$ cat config.mk
export PLATFORM = sky130hd
export DESIGN_NAME = fmg_reg_bank
export DESIGN_NICKNAME = d
export VERILOG_FILES = /design/src/pkg/fmg_pkg.sv /design/src/hw/fmg_byte_reg.sv /design/src/hw/fmg_fault_gate.sv /design/src/hw/fmg_reg_bank.sv
export SDC_FILE = /design/constraint.sdc
export NUM_CORES = 1
export LEC_CHECK = 0
export ABC_CLOCK_PERIOD_IN_PS = 4400
export BUFFER_PORTS_ARGS = -buffer_cell sky130_fd_sc_hd__buf_2
export CELL_PAD_IN_SITES_DETAIL_PLACEMENT = 1
export CELL_PAD_IN_SITES_GLOBAL_PLACEMENT = 1
export CORE_MARGIN = 4
export CORE_UTILIZATION = 30
export DETAILED_ROUTE_END_ITERATION = 12
export PLACE_DENSITY = 0.57
export SLEW_MARGIN = 10
export SYNTH_ARGS = -nofsm -noshare
export SYNTH_HDL_FRONTEND = slang
export SYNTH_HIERARCHICAL = 1
export SYNTH_SLANG_ARGS = --single-unit
$ cat constraint.sdc
create_clock -name clock -period 4.4 [get_ports clock]
set_input_delay 0.22 -clock clock [delete_from_list [all_inputs] [get_ports clock]]
set_output_delay 0.22 -clock clock [all_outputs]
set_load 0.05 [all_outputs]
$ cat src/pkg/fmg_pkg.sv
// Purpose: Shared constants and types for the fault mask, output pin and discharge bank.
// Assumes: Byte-wide registers reached over the two-wire serial host port.
// Notes: Fault vector layout is fixed here and used by the bank and the fault gate.
package fmg_pkg;

  // Register offsets on the serial port.
  localparam logic [7:0] OFS_PIN_CTRL = 8'ha1;
  localparam logic [7:0] OFS_MASK_FIRST = 8'ha2;
  localparam logic [7:0] OFS_MASK_SECOND = 8'ha3;
  localparam logic [7:0] OFS_DISCH = 8'had;

  // Reset values.
  localparam logic [7:0] RST_PIN_CTRL = 8'h20;
  localparam logic [7:0] RST_MASK_FIRST = 8'hc0;
  localparam logic [7:0] RST_MASK_SECOND = 8'h37;
  localparam logic [7:0] RST_DISCH = 8'h61;

  // Writable bits; the top bit of the second mask register is read only.
  localparam logic [7:0] WMASK_ALL = 8'hff;
  localparam logic [7:0] WMASK_SECOND = 8'h7f;

  // Field positions.
  localparam int BIT_PIN_LEVEL = 5;
  localparam int BIT_TERM_DISCH = 4;
  localparam int BIT_ADJ2_MASK = 7;
  localparam int BIT_LSW1_MASK = 6;
  localparam int BIT_ANALOG5_MASK = 5;
  localparam int BIT_ADJ1_MASK = 4;
  localparam int BIT_TERM_MASK = 3;
  localparam int BIT_PAIR_HI = 2;
  localparam int BIT_PAIR_LO = 1;
  localparam int BIT_ADJ3_MASK = 0;
  localparam int BIT_SECOND_RO = 7;
  localparam logic [1:0] PAIR_MASKED = 2'h3;

  // Fault vector: bits 7..0 follow the first mask register, then the rails below.
  localparam int NUM_RAILS = 13;
  localparam int FLT_ADJ3 = 8;
  localparam int FLT_PAIR = 9;
  localparam int FLT_TERM = 10;
  localparam int FLT_ADJ1 = 11;
  localparam int FLT_ANALOG5 = 12;

  // Serial target address; the value is arbitrary.
  localparam logic [6:0] DEV_ADDR_DEFAULT = 7'h2a;

  typedef enum logic [8:0] {
    ST_IDLE = 9'h001,
    ST_ADDR = 9'h002,
    ST_ADDR_ACK = 9'h004,
    ST_PTR = 9'h008,
    ST_PTR_ACK = 9'h010,
    ST_WDATA = 9'h020,
    ST_WDATA_ACK = 9'h040,
    ST_RDATA = 9'h080,
    ST_RDATA_ACK = 9'h100
  } fmg_state_t;

endpackage

$ cat src/hw/fmg_byte_reg.sv
// Purpose: One byte-wide software register with a reset value and a writable-bit mask.
// Assumes: Write strobe is a one-cycle pulse from the serial front end.
// Notes: Bits outside the mask hold their reset value forever.
`timescale 1ns/1ns
module fmg_byte_reg #(
  parameter logic [7:0] RESET_VAL = 8'h00,
  parameter logic [7:0] WR_MASK = 8'hff
) (
  input wire logic clock,
  input wire logic rst_n,
  input wire logic wrEn,
  input wire logic [7:0] wrData,
  output logic [7:0] value
);

  logic [7:0] value_ff;
  logic [7:0] nxt_value;

  always_comb begin
    nxt_value = value_ff;
    if (wrEn) begin
      nxt_value = (wrData & WR_MASK) | (RESET_VAL & ~WR_MASK);
    end
  end

  always_ff @(posedge clock or negedge rst_n) begin
    if (!rst_n) begin
      value_ff <= RESET_VAL;
    end else begin
      value_ff <= nxt_value;
    end
  end

  assign value = value_ff;

endmodule

$ cat src/hw/fmg_fault_gate.sv
// Purpose: Turn rail faults into a shutdown request unless the rail is masked.
// Assumes: Fault inputs are synchronous levels from the rail monitors.
// Notes: Request is registered, so it follows a fault by one clock.
`timescale 1ns/1ns
module fmg_fault_gate (
  input wire logic clock,
  input wire logic rst_n,
  input wire logic [fmg_pkg::NUM_RAILS-1:0] railFault,
  input wire logic [7:0] maskFirst,
  input wire logic [7:0] maskSecond,
  output logic shutdownReq
);

  logic [fmg_pkg::NUM_RAILS-1:0] effMask;
  logic pairMasked;
  logic shutdown_ff;
  logic nxt_shutdown;

  always_comb begin
    // paired mask code
    // Reserved codes leave the pair unmasked, the safer reading.
    pairMasked = (maskSecond[fmg_pkg::BIT_PAIR_HI:fmg_pkg::BIT_PAIR_LO] == fmg_pkg::PAIR_MASKED);
    effMask = {maskSecond[fmg_pkg::BIT_ANALOG5_MASK], maskSecond[fmg_pkg::BIT_ADJ1_MASK],
               maskSecond[fmg_pkg::BIT_TERM_MASK], pairMasked,
               maskSecond[fmg_pkg::BIT_ADJ3_MASK], maskFirst};
    nxt_shutdown = |(railFault & ~effMask);
  end

  always_ff @(posedge clock or negedge rst_n) begin
    if (!rst_n) begin
      shutdown_ff <= 1'b0;
    end else begin
      shutdown_ff <= nxt_shutdown;
    end
  end

  assign shutdownReq = shutdown_ff;

  // Written from the register bits directly, so a slip in the mask vector shows up.
  property p_fault_shuts;
    @(posedge clock) disable iff (!rst_n)
    ((|(railFault[7:0] & ~maskFirst)) ||
     (railFault[fmg_pkg::FLT_ADJ3] && !maskSecond[fmg_pkg::BIT_ADJ3_MASK]) ||
     (railFault[fmg_pkg::FLT_TERM] && !maskSecond[fmg_pkg::BIT_TERM_MASK]) ||
     (railFault[fmg_pkg::FLT_ADJ1] && !maskSecond[fmg_pkg::BIT_ADJ1_MASK]) ||
     (railFault[fmg_pkg::FLT_ANALOG5] && !maskSecond[fmg_pkg::BIT_ANALOG5_MASK]))
    |=> shutdown_ff;
  endproperty
  a_fault_shuts: assert property (p_fault_shuts) else $error("Unmasked fault not passed.");

  property p_masked_quiet;
    @(posedge clock) disable iff (!rst_n)
    !(|(railFault & ~effMask)) |=> !shutdown_ff;
  endproperty
  a_masked_quiet: assert property (p_masked_quiet) else $error("Masked fault shut down.");

  property p_pair_code;
    @(posedge clock) disable iff (!rst_n)
    (railFault[fmg_pkg::FLT_PAIR] &&
     maskSecond[fmg_pkg::BIT_PAIR_HI:fmg_pkg::BIT_PAIR_LO] != fmg_pkg::PAIR_MASKED)
    |=> shutdown_ff;
  endproperty
  a_pair_code: assert property (p_pair_code) else $error("Paired fault not passed.");

  c_masked_fault: cover property (@(posedge clock) disable iff (!rst_n)
    (|(railFault & effMask)) ##1 !shutdown_ff);

endmodule

$ cat src/hw/fmg_reg_bank.sv
// Purpose: Serial-port register bank for output pin level, rail fault masks and discharge.
// Assumes: Clock and data lines are synchronous to clock and far slower than it.
// Notes: Pointer auto-increments after each data byte; unmapped reads return zero.
`timescale 1ns/1ns
module fmg_reg_bank #(
  parameter logic [6:0] DEV_ADDR = fmg_pkg::DEV_ADDR_DEFAULT
) (
  input wire logic clock,
  input wire logic rst_n,
  input wire logic sclIn,
  input wire logic sdaIn,
  output logic sdaOut,
  output logic sdaOe,
  output logic gpoOut,
  output logic gpoOe,
  input wire logic [fmg_pkg::NUM_RAILS-1:0] railFault,
  output logic shutdownReq,
  output logic termDischargeEn
);

  fmg_pkg::fmg_state_t state_ff;
  fmg_pkg::fmg_state_t nxt_state;
  logic sclQ_ff;
  logic sdaQ_ff;
  logic [7:0] shift_ff;
  logic [7:0] nxt_shift;
  logic [2:0] bitCnt_ff;
  logic [2:0] nxt_bitCnt;
  logic byteDone_ff;
  logic nxt_byteDone;
  logic rw_ff;
  logic nxt_rw;
  logic [7:0] ptr_ff;
  logic [7:0] nxt_ptr;
  logic sdaOe_ff;
  logic nxt_sdaOe;
  logic gpoOe_ff;
  logic nxt_gpoOe;
  logic termDis_ff;
  logic nxt_termDis;
  logic sclRise;
  logic sclFall;
  logic startSeen;
  logic stopSeen;
  logic [3:0] regWe;
  logic [7:0] readByte;
  logic [7:0] pinCtrl;
  logic [7:0] maskFirst;
  logic [7:0] maskSecond;
  logic [7:0] dischCtrl;
  logic firstCycle_ff;

  // One-hot register select for the four offsets; zero when unmapped.
  function automatic logic [3:0] decodeReg(input logic [7:0] addr);
    decodeReg = {addr == fmg_pkg::OFS_DISCH, addr == fmg_pkg::OFS_MASK_SECOND,
                 addr == fmg_pkg::OFS_MASK_FIRST, addr == fmg_pkg::OFS_PIN_CTRL};
  endfunction

  fmg_byte_reg #(.RESET_VAL(fmg_pkg::RST_PIN_CTRL), .WR_MASK(fmg_pkg::WMASK_ALL)) uPinCtrl (
    .clock(clock),
    .rst_n(rst_n),
    .wrEn(regWe[0]),
    .wrData(shift_ff),
    .value(pinCtrl)
  );

  fmg_byte_reg #(.RESET_VAL(fmg_pkg::RST_MASK_FIRST), .WR_MASK(fmg_pkg::WMASK_ALL)) uMaskFirst (
    .clock(clock),
    .rst_n(rst_n),
    .wrEn(regWe[1]),
    .wrData(shift_ff),
    .value(maskFirst)
  );

  fmg_byte_reg #(.RESET_VAL(fmg_pkg::RST_MASK_SECOND), .WR_MASK(fmg_pkg::WMASK_SECOND))
    uMaskSecond (
    .clock(clock),
    .rst_n(rst_n),
    .wrEn(regWe[2]),
    .wrData(shift_ff),
    .value(maskSecond)
  );

  fmg_byte_reg #(.RESET_VAL(fmg_pkg::RST_DISCH), .WR_MASK(fmg_pkg::WMASK_ALL)) uDisch (
    .clock(clock),
    .rst_n(rst_n),
    .wrEn(regWe[3]),
    .wrData(shift_ff),
    .value(dischCtrl)
  );

  fmg_fault_gate uGate (
    .clock(clock),
    .rst_n(rst_n),
    .railFault(railFault),
    .maskFirst(maskFirst),
    .maskSecond(maskSecond),
    .shutdownReq(shutdownReq)
  );

  always_comb begin
    logic [3:0] sel;
    sel = decodeReg(ptr_ff);
    readByte = ({8{sel[0]}} & pinCtrl) | ({8{sel[1]}} & maskFirst) |
               ({8{sel[2]}} & maskSecond) | ({8{sel[3]}} & dischCtrl);
    sclRise = sclIn & ~sclQ_ff;
    sclFall = ~sclIn & sclQ_ff;
    startSeen = sclIn & sclQ_ff & sdaQ_ff & ~sdaIn;
    stopSeen = sclIn & sclQ_ff & ~sdaQ_ff & sdaIn;
    nxt_state = state_ff;
    nxt_shift = shift_ff;
    nxt_bitCnt = bitCnt_ff;
    nxt_byteDone = byteDone_ff;
    nxt_rw = rw_ff;
    nxt_ptr = ptr_ff;
    nxt_sdaOe = sdaOe_ff;
    regWe = 4'h0;
    nxt_gpoOe = ~pinCtrl[fmg_pkg::BIT_PIN_LEVEL];
    nxt_termDis = dischCtrl[fmg_pkg::BIT_TERM_DISCH];
    if (startSeen) begin
      nxt_state = fmg_pkg::ST_ADDR;
      nxt_bitCnt = 3'h0;
      nxt_byteDone = 1'b0;
      nxt_sdaOe = 1'b0;
    end else if (stopSeen) begin
      nxt_state = fmg_pkg::ST_IDLE;
      nxt_sdaOe = 1'b0;
    end else begin
      case (state_ff)
        fmg_pkg::ST_IDLE: begin
          nxt_sdaOe = 1'b0;
        end
        fmg_pkg::ST_ADDR, fmg_pkg::ST_PTR, fmg_pkg::ST_WDATA: begin
          if (sclRise) begin
            nxt_shift = {shift_ff[6:0], sdaIn};
            nxt_bitCnt = bitCnt_ff + 3'h1;
            nxt_byteDone = (bitCnt_ff == 3'h7);
          end else if (sclFall && byteDone_ff) begin
            nxt_byteDone = 1'b0;
            nxt_sdaOe = 1'b1;
            if (state_ff == fmg_pkg::ST_ADDR) begin
              nxt_rw = shift_ff[0];
              nxt_state = fmg_pkg::ST_ADDR_ACK;
              if (shift_ff[7:1] != DEV_ADDR) begin
                nxt_sdaOe = 1'b0;
                nxt_state = fmg_pkg::ST_IDLE;
              end
            end else if (state_ff == fmg_pkg::ST_PTR) begin
              nxt_ptr = shift_ff;
              nxt_state = fmg_pkg::ST_PTR_ACK;
            end else begin
              // Unmapped writes are acknowledged and dropped.
              regWe = decodeReg(ptr_ff);
              nxt_ptr = ptr_ff + 8'h01;
              nxt_state = fmg_pkg::ST_WDATA_ACK;
            end
          end
        end
        fmg_pkg::ST_ADDR_ACK, fmg_pkg::ST_RDATA_ACK: begin
          if (state_ff == fmg_pkg::ST_RDATA_ACK && sclRise) begin
            // A not-acknowledge ends the read; the host then stops or restarts.
            nxt_byteDone = ~sdaIn;
            if (sdaIn) begin
              nxt_state = fmg_pkg::ST_IDLE;
            end
          end else if (sclFall && rw_ff &&
                       (state_ff == fmg_pkg::ST_ADDR_ACK || byteDone_ff)) begin
            nxt_byteDone = 1'b0;
            nxt_shift = readByte;
            nxt_sdaOe = ~readByte[7];
            nxt_ptr = ptr_ff + 8'h01;
            nxt_bitCnt = 3'h0;
            nxt_state = fmg_pkg::ST_RDATA;
          end else if (sclFall && state_ff == fmg_pkg::ST_ADDR_ACK) begin
            nxt_sdaOe = 1'b0;
            nxt_bitCnt = 3'h0;
            nxt_state = fmg_pkg::ST_PTR;
          end
        end
        fmg_pkg::ST_PTR_ACK, fmg_pkg::ST_WDATA_ACK: begin
          if (sclFall) begin
            nxt_sdaOe = 1'b0;
            nxt_bitCnt = 3'h0;
            nxt_state = fmg_pkg::ST_WDATA;
          end
        end
        fmg_pkg::ST_RDATA: begin
          if (sclRise) begin
            nxt_bitCnt = bitCnt_ff + 3'h1;
            nxt_byteDone = (bitCnt_ff == 3'h7);
          end else if (sclFall) begin
            if (byteDone_ff) begin
              nxt_byteDone = 1'b0;
              nxt_sdaOe = 1'b0;
              nxt_state = fmg_pkg::ST_RDATA_ACK;
            end else begin
              nxt_shift = {shift_ff[6:0], 1'b0};
              nxt_sdaOe = ~shift_ff[6];
            end
          end
        end
        default: begin
          nxt_state = fmg_pkg::ST_IDLE;
          nxt_sdaOe = 1'b0;
        end
      endcase
    end
  end

  always_ff @(posedge clock or negedge rst_n) begin
    if (!rst_n) begin
      state_ff <= fmg_pkg::ST_IDLE;
      sclQ_ff <= 1'b1;
      sdaQ_ff <= 1'b1;
      shift_ff <= 8'h00;
      bitCnt_ff <= 3'h0;
      byteDone_ff <= 1'b0;
      rw_ff <= 1'b0;
      ptr_ff <= 8'h00;
      sdaOe_ff <= 1'b0;
      gpoOe_ff <= 1'b0;
      termDis_ff <= 1'b0;
      firstCycle_ff <= 1'b1;
    end else begin
      state_ff <= nxt_state;
      sclQ_ff <= sclIn;
      sdaQ_ff <= sdaIn;
      shift_ff <= nxt_shift;
      bitCnt_ff <= nxt_bitCnt;
      byteDone_ff <= nxt_byteDone;
      rw_ff <= nxt_rw;
      ptr_ff <= nxt_ptr;
      sdaOe_ff <= nxt_sdaOe;
      gpoOe_ff <= nxt_gpoOe;
      termDis_ff <= nxt_termDis;
      firstCycle_ff <= 1'b0;
    end
  end

  // Both open-drain lines only ever pull low, so their data outputs stay zero.
  assign sdaOut = 1'b0;
  assign gpoOut = 1'b0;
  assign sdaOe = sdaOe_ff;
  assign gpoOe = gpoOe_ff;
  assign termDischargeEn = termDis_ff;

  property p_pin_follows;
    @(posedge clock) disable iff (!rst_n)
    !firstCycle_ff |-> (gpoOe_ff == !$past(pinCtrl[fmg_pkg::BIT_PIN_LEVEL]));
  endproperty
  a_pin_follows: assert property (p_pin_follows) else $error("Pin drive wrong.");

  property p_pin_reset;
    @(posedge clock) disable iff (!rst_n)
    firstCycle_ff |-> (pinCtrl == fmg_pkg::RST_PIN_CTRL && !gpoOe_ff);
  endproperty
  a_pin_reset: assert property (p_pin_reset) else $error("Pin control reset value wrong.");

  property p_first_reset;
    @(posedge clock) disable iff (!rst_n)
    firstCycle_ff |-> (maskFirst == fmg_pkg::RST_MASK_FIRST);
  endproperty
  a_first_reset: assert property (p_first_reset) else $error("First mask reset wrong.");

  property p_rails_masked;
    @(posedge clock) disable iff (!rst_n)
    firstCycle_ff |-> (maskFirst[fmg_pkg::BIT_ADJ2_MASK] && maskFirst[fmg_pkg::BIT_LSW1_MASK] &&
                       maskFirst[5:0] == 6'h00);
  endproperty
  a_rails_masked: assert property (p_rails_masked) else $error("Reset mask pattern wrong.");

  property p_first_write;
    @(posedge clock) disable iff (!rst_n)
    regWe[1] |=> (maskFirst == $past(shift_ff));
  endproperty
  a_first_write: assert property (p_first_write) else $error("First mask write lost.");

  property p_second_reset;
    @(posedge clock) disable iff (!rst_n)
    firstCycle_ff |-> (maskSecond == fmg_pkg::RST_MASK_SECOND);
  endproperty
  a_second_reset: assert property (p_second_reset) else $error("Second mask reset wrong.");

  property p_second_ro;
    @(posedge clock) disable iff (!rst_n)
    regWe[2] |=> (maskSecond[fmg_pkg::BIT_SECOND_RO] == 1'b0) &&
                 (maskSecond[6:0] == $past(shift_ff[6:0]));
  endproperty
  a_second_ro: assert property (p_second_ro) else $error("Second mask write wrong.");

  property p_disch;
    @(posedge clock) disable iff (!rst_n)
    (firstCycle_ff |-> dischCtrl == fmg_pkg::RST_DISCH) and
    (!firstCycle_ff |-> termDis_ff == $past(dischCtrl[fmg_pkg::BIT_TERM_DISCH]));
  endproperty
  a_disch: assert property (p_disch) else $error("Discharge control wrong.");

  c_write: cover property (@(posedge clock) disable iff (!rst_n) |regWe);
  c_read: cover property (@(posedge clock) disable iff (!rst_n) state_ff == fmg_pkg::ST_RDATA_ACK);
  c_pin_low: cover property (@(posedge clock) disable iff (!rst_n) $rose(gpoOe_ff));

endmodule

==> results of run 1 <==
[cells in the final DEF (no fill, tap or decap), types with 11 or more instances in the layout]
cell     count
mux2_4      31
dfrtp_1     53
mux2_2      13
dfstp_2     14
nand3_1     13
nand2_1     33
nor2_1      22
inv_1       16
o21ai_0     18
a21oi_1     19
nor2b_1     11
a22oi_1     17
buf_2       20
[sequential cells by signal, summed over array words and instances (netlist names)]
name and cells:
state_ff 9, ptr_ff 8, shift_ff 8, uDisch/value 8, uMaskFirst/value 8, uPinCtrl/value 8
uMaskSecond/value 7, bitCnt_ff 3, byteDone_ff 1, gpoOe 1, rw_ff 1, sclQ_ff 1
sdaOe 1, sdaQ_ff 1, termDischargeEn 1, uGate/shutdownReq 1
[repair_timing]
item                       in CTS  in global routing
setup endpoints to repair       0                  0
hold endpoints to repair       19                  0
hold buffers                    2                  0
[cell families after synthesis]
group                    share of synthesized area
AO/OA/AOI/OAI                                0.176
buffers and inverters                       0.0539
multiplexers                                 0.155
AND/OR/NAND/NOR                              0.174
adder cells (fa/ha/maj)                     0.0238
other                                      0.00179
flip-flops                                   0.403
XOR/XNOR                                    0.0125
[per-layer routing]
layer	GRT usage	wire, um	vias to the layer above
met5	0	0	-
met4	0.0448	198	0
met3	0.0366	424	15
met2	0.251	5790	57
met1	0.188	5250	1638
li1	-	-	1509
[worst max-delay path: stages (launching register included)]
cell and delay [ps]:
dfrtp_1 510, or4_1 650, nor2_1 150, nand2_1 120, nor4_1 370, nand3_1 170, nor2_1 830, mux2_4 350
[power by group through the flow]
stage	logic (mW)	registers [mW]	clock network, mW
2_1_floorplan	0.242	0.707	0
5_1_grt	0.374	0.737	0.728
4_1_cts	0.338	0.729	0.700
3_3_place_gp	0.334	0.735	0
6_report	0.333	0.728	0.676
3_5_place_dp	0.334	0.740	0
[stage by stage]
step                setup WS (ps)  hold slack [ps]  instance area, um2  utilization
global placement             1250              247                4400        0.326
CTS                          1110             76.9                4690        0.348
finish                       1120             87.8                4690        0.348
floorplan                    1800            -75.6                4210            -
global route                  923             89.3                4690        0.348
detailed placement           1140              259                4400        0.326
[worst min-delay path by stage]
stage	slack, ps	start	cells after the start	endpoint
final	90	sdaIn	1	sdaQ_ff$_DFF_PN1_
after global routing	90	sdaIn	1	sdaQ_ff$_DFF_PN1_
after CTS	80	sdaIn	1	sdaQ_ff$_DFF_PN1_
after detailed placement	260	rst_n	1	uGate/shutdownReq$_DFF_PN0_
after global placement	250	rst_n	1	uGate/shutdownReq$_DFF_PN0_
after floorplan	-80	rst_n	0	bitCnt_ff[0]$_DFFE_PN0P_
[layout make-up]
cell class                 count  share of cell area
inverter                      16              0.0128
sequential                    67               0.361
tap                          176              0.0469
clock buffer                   9              0.0480
multi-input combinational    296               0.487
timing repair buffer          27              0.0336
clock inverter                 7              0.0109
==> results.json, run 1 <==
{
  "hp-class": "in2reg",
  "htreeDepth": 3,
  "initialDrtViolationCount": 211,
  "synth_top_cell_by_area": "dfrtp_1",
  "r2r_cells": 7,
  "antenna_found_initial": 0,
  "synth_area_um2": 4200,
  "rsz0062_at_grt": "no",
  "ff_latch_area_um2": 1690,
  "detail_route.wl_per_cell_um": 19.5,
  "worstPathArrival_ps": 3500,
  "synth_cell_type_count": 63,
  "final_max_slew_viol_count": 0,
  "synthArstFlopShare": 1.00,
  "cp.required_ps": 4620,
  "synth_top_area_frac": 0.316,
  "critPathMaxFanout": 13,
  "worst_pin_slew_ps": 1030,
  "root_buffer": "clkbuf_16",
  "clock_latency_ps": 340,
  "start_util": 0.311,
  "endpoint_kind": "flop",
  "io-pin-count": 23,
  "drc": 0,
  "die_area_um2": 16000,
  "r2r-start": "state_ff[8]$_DFFE_PN0P_",
  "instances_no_fill": 598,
  "static-leakage-power_nw": 1.96,
  "fill_cells": 1521,
  "min_period_over_period": 0.745,
  "rows": 42,
  "setup_viol": 0,
  "postSynthCellCount": 406,
  "clock_path_buffers": 2,
  "synthMostInstantiatedCell": "dfrtp_1",
  "yosysWarnings": 6,
  "nets": 442,
  "core_region_area_um2": 13500,
  "synth.area.top_cells": "dfrtp_1, mux2_4, dfstp_2, mux2_2, a22oi_1",
  "finalHoldViolations": 0,
  "dr.pass1.iters": 4,
  "grt_pass1_vias": 3375,
  "cp-startpoint": "state_ff[8]$_DFFE_PN0P_",
  "numPortBuffers": 20,
  "gp_congestion": 0.889,
  "cp-start-kind": "flop",
  "power_frac_comb": 0.192,
  "clk_pin_slew_ps": 60,
  "power_density_nw_per_um2": 370,
  "die_w_um": 126,
  "fmax_mhz": 305,
  "antenna_cells": 0,
  "synth_ff_type": "dfrtp_1",
  "routed_via_density": 5.38,
  "post-dp-hpwl_um": 8410,
  "vias": 3219,
  "syn_to_final_growth_pct": 11.7,
  "syn_avg_cell_area_um2": 10.4,
  "ctsResizeCount": 0,
  "status": "finished clean",
  "grt_remaining_overflow": 0,
  "tritoncts": "done",
  "r2r_setup_slack_ps": 1120,
  "power.share.clock": 0.389,
  "skew_ps": 9.07,
  "synth_commonest_cells": "dfrtp_1, nand2_1, mux2_4, nor2_1, a21oi_1",
  "p_total_mw": 1.74,
  "seq_power_share": 0.419,
  "path_class": "reg2reg",
  "grt_pass1_wl_um": 18800,
  "synth-seq-cells": 67,
  "relSlewSlack": 0.308,
  "fin_crit_ps": 3280,
  "cts.sinks": 67,
  "synth_edf_count": 0,
  "power.internal_mw": 1.15,
  "p_switching_uw": 583,
  "peakVddDrop_uv": 175,
  "routed_wl_um": 11700,
  "ant_nets": 0,
  "post_cts_buffers": 0,
  "dpl.cell_count": 580,
  "cts_buffers": 9,
  "finalSetupTns_ps": 0,
  "grtUsageTotal": 0.149,
  "layout-drive-gt1-share": 0.277,
  "grt_max_degree": 44,
  "drv_cap": 0,
  "p_sw_frac": 0.335,
  "die_h_um": 126,
  "crit_end": "uMaskFirst/value[5]$_DFFE_PN0P_",
  "r2r-end": "uMaskFirst/value[5]$_DFFE_PN0P_",
  "multi_input_area_um2": 2290,
  "ys_seq_area_frac": 0.403
}
Note: power is estimated with default switching activity, not from simulation.
==> run 2: changes to the inputs <==
--- a/config.mk
+++ b/config.mk
@@ -5,14 +5,14 @@
 export SDC_FILE = /design/constraint.sdc
 export NUM_CORES = 1
 export LEC_CHECK = 0
-export ABC_CLOCK_PERIOD_IN_PS = 4400
+export ABC_CLOCK_PERIOD_IN_PS = 2800
 export BUFFER_PORTS_ARGS = -buffer_cell sky130_fd_sc_hd__buf_2
 export CELL_PAD_IN_SITES_DETAIL_PLACEMENT = 1
 export CELL_PAD_IN_SITES_GLOBAL_PLACEMENT = 1
 export CORE_MARGIN = 4
 export CORE_UTILIZATION = 30
 export DETAILED_ROUTE_END_ITERATION = 12
-export PLACE_DENSITY = 0.57
+export PLACE_DENSITY = 0.59
 export SLEW_MARGIN = 10
 export SYNTH_ARGS = -nofsm -noshare
 export SYNTH_HDL_FRONTEND = slang
==> constraint.sdc (replaced) <==
create_clock -name clock -period 2.8 [get_ports clock]
set_input_delay 0.14 -clock clock [delete_from_list [all_inputs] [get_ports clock]]
set_output_delay 0.14 -clock clock [all_outputs]
set_load 0.05 [all_outputs]
==> results.json, run 2 (synthesis results as in run 1) <==
{
  "dr.pass1.iters": 4,
  "grt_remaining_overflow": 0,
  "r2r-end": "bitCnt_ff[2]$_DFFE_PN0P_",
  "p_total_mw": 2.87,
  "fill_cells": 1516,
  "power_density_nw_per_um2": 583,
  "layout_common_cells": "dfrtp_1, nand2_1, mux2_4",
  "cts.sinks": 67,
  "cts_buffers": 9,
  "syn_to_final_growth_pct": 17.0,
  "start_util": 0.311,
  "skew_ps": 7.81,
  "largest_reg_flops": 9,
  "antenna_cells": 0,
  "r2r-start": "state_ff[3]$_DFFE_PN0P_",
  "cp_slowest_cell": "or4_1",
  "r2r_cells": 7,
  "clk_pin_slew_ps": 60,
  "routed_via_density": 5.36,
  "fin_crit_ps": 2680,
  "grt_pass1_wl_um": 19600,
  "grtUsageTotal": 0.156,
  "htreeDepth": 3,
  "grt_pass1_vias": 3544,
  "worst_pin_slew_ps": 878,
  "path_class": "reg2reg",
  "io-pin-count": 23,
  "finalSetupTns_ps": 0,
  "critPathMaxFanout": 8,
  "drc": 0,
  "routed_wl_um": 12000,
  "static-leakage-power_nw": 2.10,
  "peakVddDrop_uv": 290,
  "initialDrtViolationCount": 204,
  "cp-startpoint": "state_ff[3]$_DFFE_PN0P_",
  "largest_register": "state_ff",
  "root_buffer": "clkbuf_16",
  "die_h_um": 126,
  "clock_latency_ps": 340,
  "gp_congestion": 0.847,
  "grt_max_degree": 40,
  "cp-start-kind": "flop",
  "slowest_delay_ps": 510,
  "worstPathArrival_ps": 2940,
  "tritoncts": "done",
  "hp-class": "in2reg",
  "rows": 42,
  "r2r_setup_slack_ps": 120,
  "path_cells": "or4_4 -> or4_1 -> a21oi_2 -> o211ai_1 -> a2111oi_4 -> buf_4 -> mux2i_1",
  "final_common_cell": "dfrtp_1",
  "finalHoldViolations": 0,
  "clock_path_buffers": 2,
  "drv_cap": 0,
  "final_max_slew_viol_count": 0,
  "antenna_found_initial": 0,
  "setup_viol": 0,
  "post-dp-hpwl_um": 8760,
  "core_region_area_um2": 13500,
  "die_w_um": 126,
  "relSlewSlack": 0.415,
  "detail_route.wl_per_cell_um": 19.2,
  "numPortBuffers": 20,
  "fmax_mhz": 373,
  "ant_nets": 0,
  "crit_end": "bitCnt_ff[2]$_DFFE_PN0P_",
  "cp.required_ps": 3060,
  "die_area_um2": 16000,
  "rsz0062_at_grt": "no",
  "vias": 3344,
  "min_period_over_period": 0.957,
  "layout-drive-gt1-share": 0.319,
  "nets": 468,
  "status": "finished clean",
  "endpoint_kind": "flop"
}
==> run 2: worst max-delay path, delay by kind of cell, from the launching register on <==
family,cells,cell delay [ps]
and+or+nand+nor,2,1000
AOI/OAI and AO/OA,3,740
DFF,1,480
buffers and inverters,1,190
muxes,1,190
==> run 2: how the worst min path moves through the flow <==
stage / slack, ps / cells after the start / from / end
floorplan: -160 / 0 / rst_n / bitCnt_ff[0]$_DFFE_PN0P_
global placement: 280 / 1 / sclIn / sclQ_ff$_DFF_PN1_
detailed placement: 280 / 1 / sclIn / sclQ_ff$_DFF_PN1_
CTS: 30 / 3 / railFault[9] / uGate/shutdownReq$_DFF_PN0_
global route: 50 / 3 / railFault[9] / uGate/shutdownReq$_DFF_PN0_
finish: 30 / 3 / railFault[9] / uGate/shutdownReq$_DFF_PN0_
==> run 2: per-layer routing <==
metal,global-route usage,vias up,share of wire
met5,0,-,0
met3,0.0378,20,0.031
met4,0.0442,0,0.018
li1,-,1561,-
met1,0.200,1689,0.46
met2,0.261,74,0.49
==> run 2: through the flow <==
stage	cell area, um2	hold slack [ps]	cells	setup slack (ps)	utilization
after floorplan	4210	-156	407	201	-
after global placement	4580	281	604	59.5	0.339
after detailed placement	4580	284	604	63.3	0.339
after CTS	4900	27.2	623	27.5	0.363
after global routing	4920	47.4	624	28.0	0.364
final	4920	34.6	624	122	0.364
==> run 2: repair_timing <==
| action | 4_1_cts | 5_1_grt |
|---|---|---|
| setup buffers | 0 | 1 |
| endpoints found under the hold margin | 31 | 0 |
| hold buffers | 3 | 0 |
| gates resized for setup | 0 | 2 |
| endpoints found under the setup margin | 0 | 10 |
==> run 2: cell type report <==
cell class / count / area [um2] / share of cell area
multi-input cells: 296 / 2290 / 0.466
flip-flops and latches: 67 / 1690 / 0.344
repair buffers: 53 / 355 / 0.0722
clock buffers: 10 / 229 / 0.0466
well taps: 176 / 220 / 0.0448
clock inverters: 6 / 66.3 / 0.0135
inverters: 16 / 60.1 / 0.0122
==> run 2: power breakdown <==
group,internal [mW],leakage (nW),switching [mW]
combinational,0.223,1.10,0.375
clock,0.689,0.135,0.443
sequential,1.03,0.864,0.104
total,1.95,2.10,0.921
==> run 3: changes to the inputs <==
--- a/config.mk
+++ b/config.mk
@@ -10,9 +10,9 @@
 export CELL_PAD_IN_SITES_DETAIL_PLACEMENT = 1
 export CELL_PAD_IN_SITES_GLOBAL_PLACEMENT = 1
 export CORE_MARGIN = 4
-export CORE_UTILIZATION = 30
+export CORE_UTILIZATION = 40
 export DETAILED_ROUTE_END_ITERATION = 12
-export PLACE_DENSITY = 0.59
+export PLACE_DENSITY = 0.73
 export SLEW_MARGIN = 10
 export SYNTH_ARGS = -nofsm -noshare
 export SYNTH_HDL_FRONTEND = slang
==> results.json, run 3 (synthesis results as in run 1) <==
{
  "cp_slowest_cell": "or4b_4",
  "antenna_found_initial": 0,
  "fin_crit_ps": 2670,
  "root_buffer": "clkbuf_8",
  "power_density_nw_per_um2": 567,
  "routed_via_density": 5.72,
  "post-dp-hpwl_um": 8770,
  "endpoint_kind": "flop",
  "grt_pass1_vias": 3616,
  "grtUsageTotal": 0.205,
  "hold_end": "uGate/shutdownReq$_DFF_PN0_",
  "rows": 37,
  "r2r-end": "shift_ff[1]$_DFFE_PN0P_",
  "fmax_mhz": 374,
  "worst_pin_slew_ps": 619,
  "layout-drive-gt1-share": 0.327,
  "static-leakage-power_nw": 2.11,
  "ant_nets": 0,
  "fin_ws_ps": 129,
  "grt_max_degree": 36,
  "tritoncts": "done",
  "initialDrtViolationCount": 144,
  "numPortBuffers": 20,
  "vias": 3382,
  "clk_pin_slew_ps": 70,
  "drc": 0,
  "critical_path.top_delay_family": "simple AND/OR/NAND/NOR gates",
  "final_common_cell": "dfrtp_1",
  "dr.pass1.iters": 5,
  "layout_common_cells": "dfrtp_1, buf_4, nand2_1",
  "r2r-start": "state_ff[4]$_DFFE_PN0P_",
  "r2r_cells": 7,
  "finalHoldViolations": 0,
  "setup_viol": 0,
  "peakVddDrop_uv": 286,
  "p_total_mw": 2.76,
  "syn_to_final_growth_pct": 15.9,
  "holdWs_ps": 12.3,
  "r2r_setup_slack_ps": 130,
  "gp_congestion": 0.968,
  "worstPathArrival_ps": 2920,
  "io-pin-count": 23,
  "final_cell_area_um2": 4870,
  "start_util": 0.409,
  "final_max_slew_viol_count": 0,
  "htreeDepth": 3,
  "clock_latency_ps": 370,
  "critPathMaxFanout": 8,
  "largest_register": "state_ff",
  "die_w_um": 111,
  "antenna_cells": 0,
  "cts.sinks": 67,
  "preCtsSetupSlack_ps": 62.2,
  "drv_cap": 0,
  "path_class": "reg2reg",
  "routed_wl_um": 11900,
  "path_cells": "or4b_4 -> or2_4 -> a21o_1 -> o21a_1 -> a2111oi_4 -> buf_4 -> mux2_2",
  "fill_cells": 1165,
  "hp-class": "in2reg",
  "min_period_over_period": 0.954,
  "die_area_um2": 12200,
  "path_buf_inv": 1,
  "largest_reg_flops": 9,
  "relSlewSlack": 0.586,
  "cp.required_ps": 3050,
  "whs_path_depth": 3,
  "grt_pass1_wl_um": 20100,
  "status": "finished clean",
  "grt_remaining_overflow": 0,
  "cp-start-kind": "flop",
  "postPlaceCellArea_um2": 4570,
  "skew_ps": 11.7,
  "die_h_um": 111,
  "nets": 475,
  "hp-start": "railFault[6]",
  "detail_route.wl_per_cell_um": 20.2,
  "core_region_area_um2": 10300,
  "cts_buffers": 9,
  "slowest_delay_ps": 580,
  "clock_path_buffers": 2
}
[run 3: cell types whose count changed in the layout (fill, tap and decap cells not counted)]
cell,delta
clkinv_2,-1
clkinvlp_4,-1
inv_6,+1
bufinv_16,+2
clkinv_4,-1
dlygate4sd3_1,+1
clkbuf_8,+9
clkbuf_16,-9
buf_4,+6
[run 3: area by class of cell]
type	instances	area, um2	area share
multi-input combinational	296	2290	0.471
clock buffer	10	128	0.0262
tap	136	170	0.0349
sequential	67	1690	0.348
clock inverter	6	114	0.0234
inverter	16	60.1	0.0123
timing repair buffer	60	410	0.0843
[run 3: worst max-delay path by stage]
stage / startpoint / end / slack, ps / cells past startpoint
detailed placement: state_ff[8]$_DFFE_PN0P_ / bitCnt_ff[2]$_DFFE_PN0P_ / 60 / 6
global placement: state_ff[8]$_DFFE_PN0P_ / bitCnt_ff[2]$_DFFE_PN0P_ / 70 / 6
finish: state_ff[4]$_DFFE_PN0P_ / shift_ff[1]$_DFFE_PN0P_ / 130 / 7
floorplan: state_ff[7]$_DFFE_PN0P_ / shift_ff[1]$_DFFE_PN0P_ / 200 / 7
CTS: state_ff[8]$_DFFE_PN0P_ / bitCnt_ff[2]$_DFFE_PN0P_ / 40 / 6
global route: state_ff[8]$_DFFE_PN0P_ / uPinCtrl/value[7]$_DFFE_PN0P_ / -20 / 9
[run 3: report_power, final]
| part | total (mW) | internal [mW] | leakage, nW | switching (mW) |
|---|---|---|---|---|
| Clock | 1.01 | 0.595 | 0.113 | 0.414 |
| Sequential | 1.14 | 1.03 | 0.864 | 0.107 |
| Combinational | 0.613 | 0.235 | 1.13 | 0.378 |
| Total | 2.76 | 1.86 | 2.11 | 0.899 |
[run 3: per-layer routing]
layer,GRT usage,up-vias,routed length (um)
li1,-,1575,-
met1,0.258,1727,5150
met2,0.353,69,6110
met3,0.0542,11,512
met4,0.0419,0,138
met5,0,-,0
[run 3: tightest hold or removal path, delay by kind of cell]
family | cells | cell delay (ps)
AOI/OAI and AO/OA | 1 | 50
buffers and inverters | 1 | 90
and+or+nand+nor | 1 | 70
[run 3: per-stage QoR]
stage                      util  cells  setup TNS [ps]
after floorplan               -    407               0
after global placement    0.444    569               0
after detailed placement  0.444    569               0
after CTS                 0.472    589               0
after global routing      0.474    591           -85.0
final                     0.474    591               0
[run 3: timing repair]
action                                 4_1_cts  5_1_grt
endpoints found under the hold margin       19        0
buffers inserted                             0        2
hold buffers                                 4        0
setup endpoints to repair                    0       11
gates resized for setup                      0        2
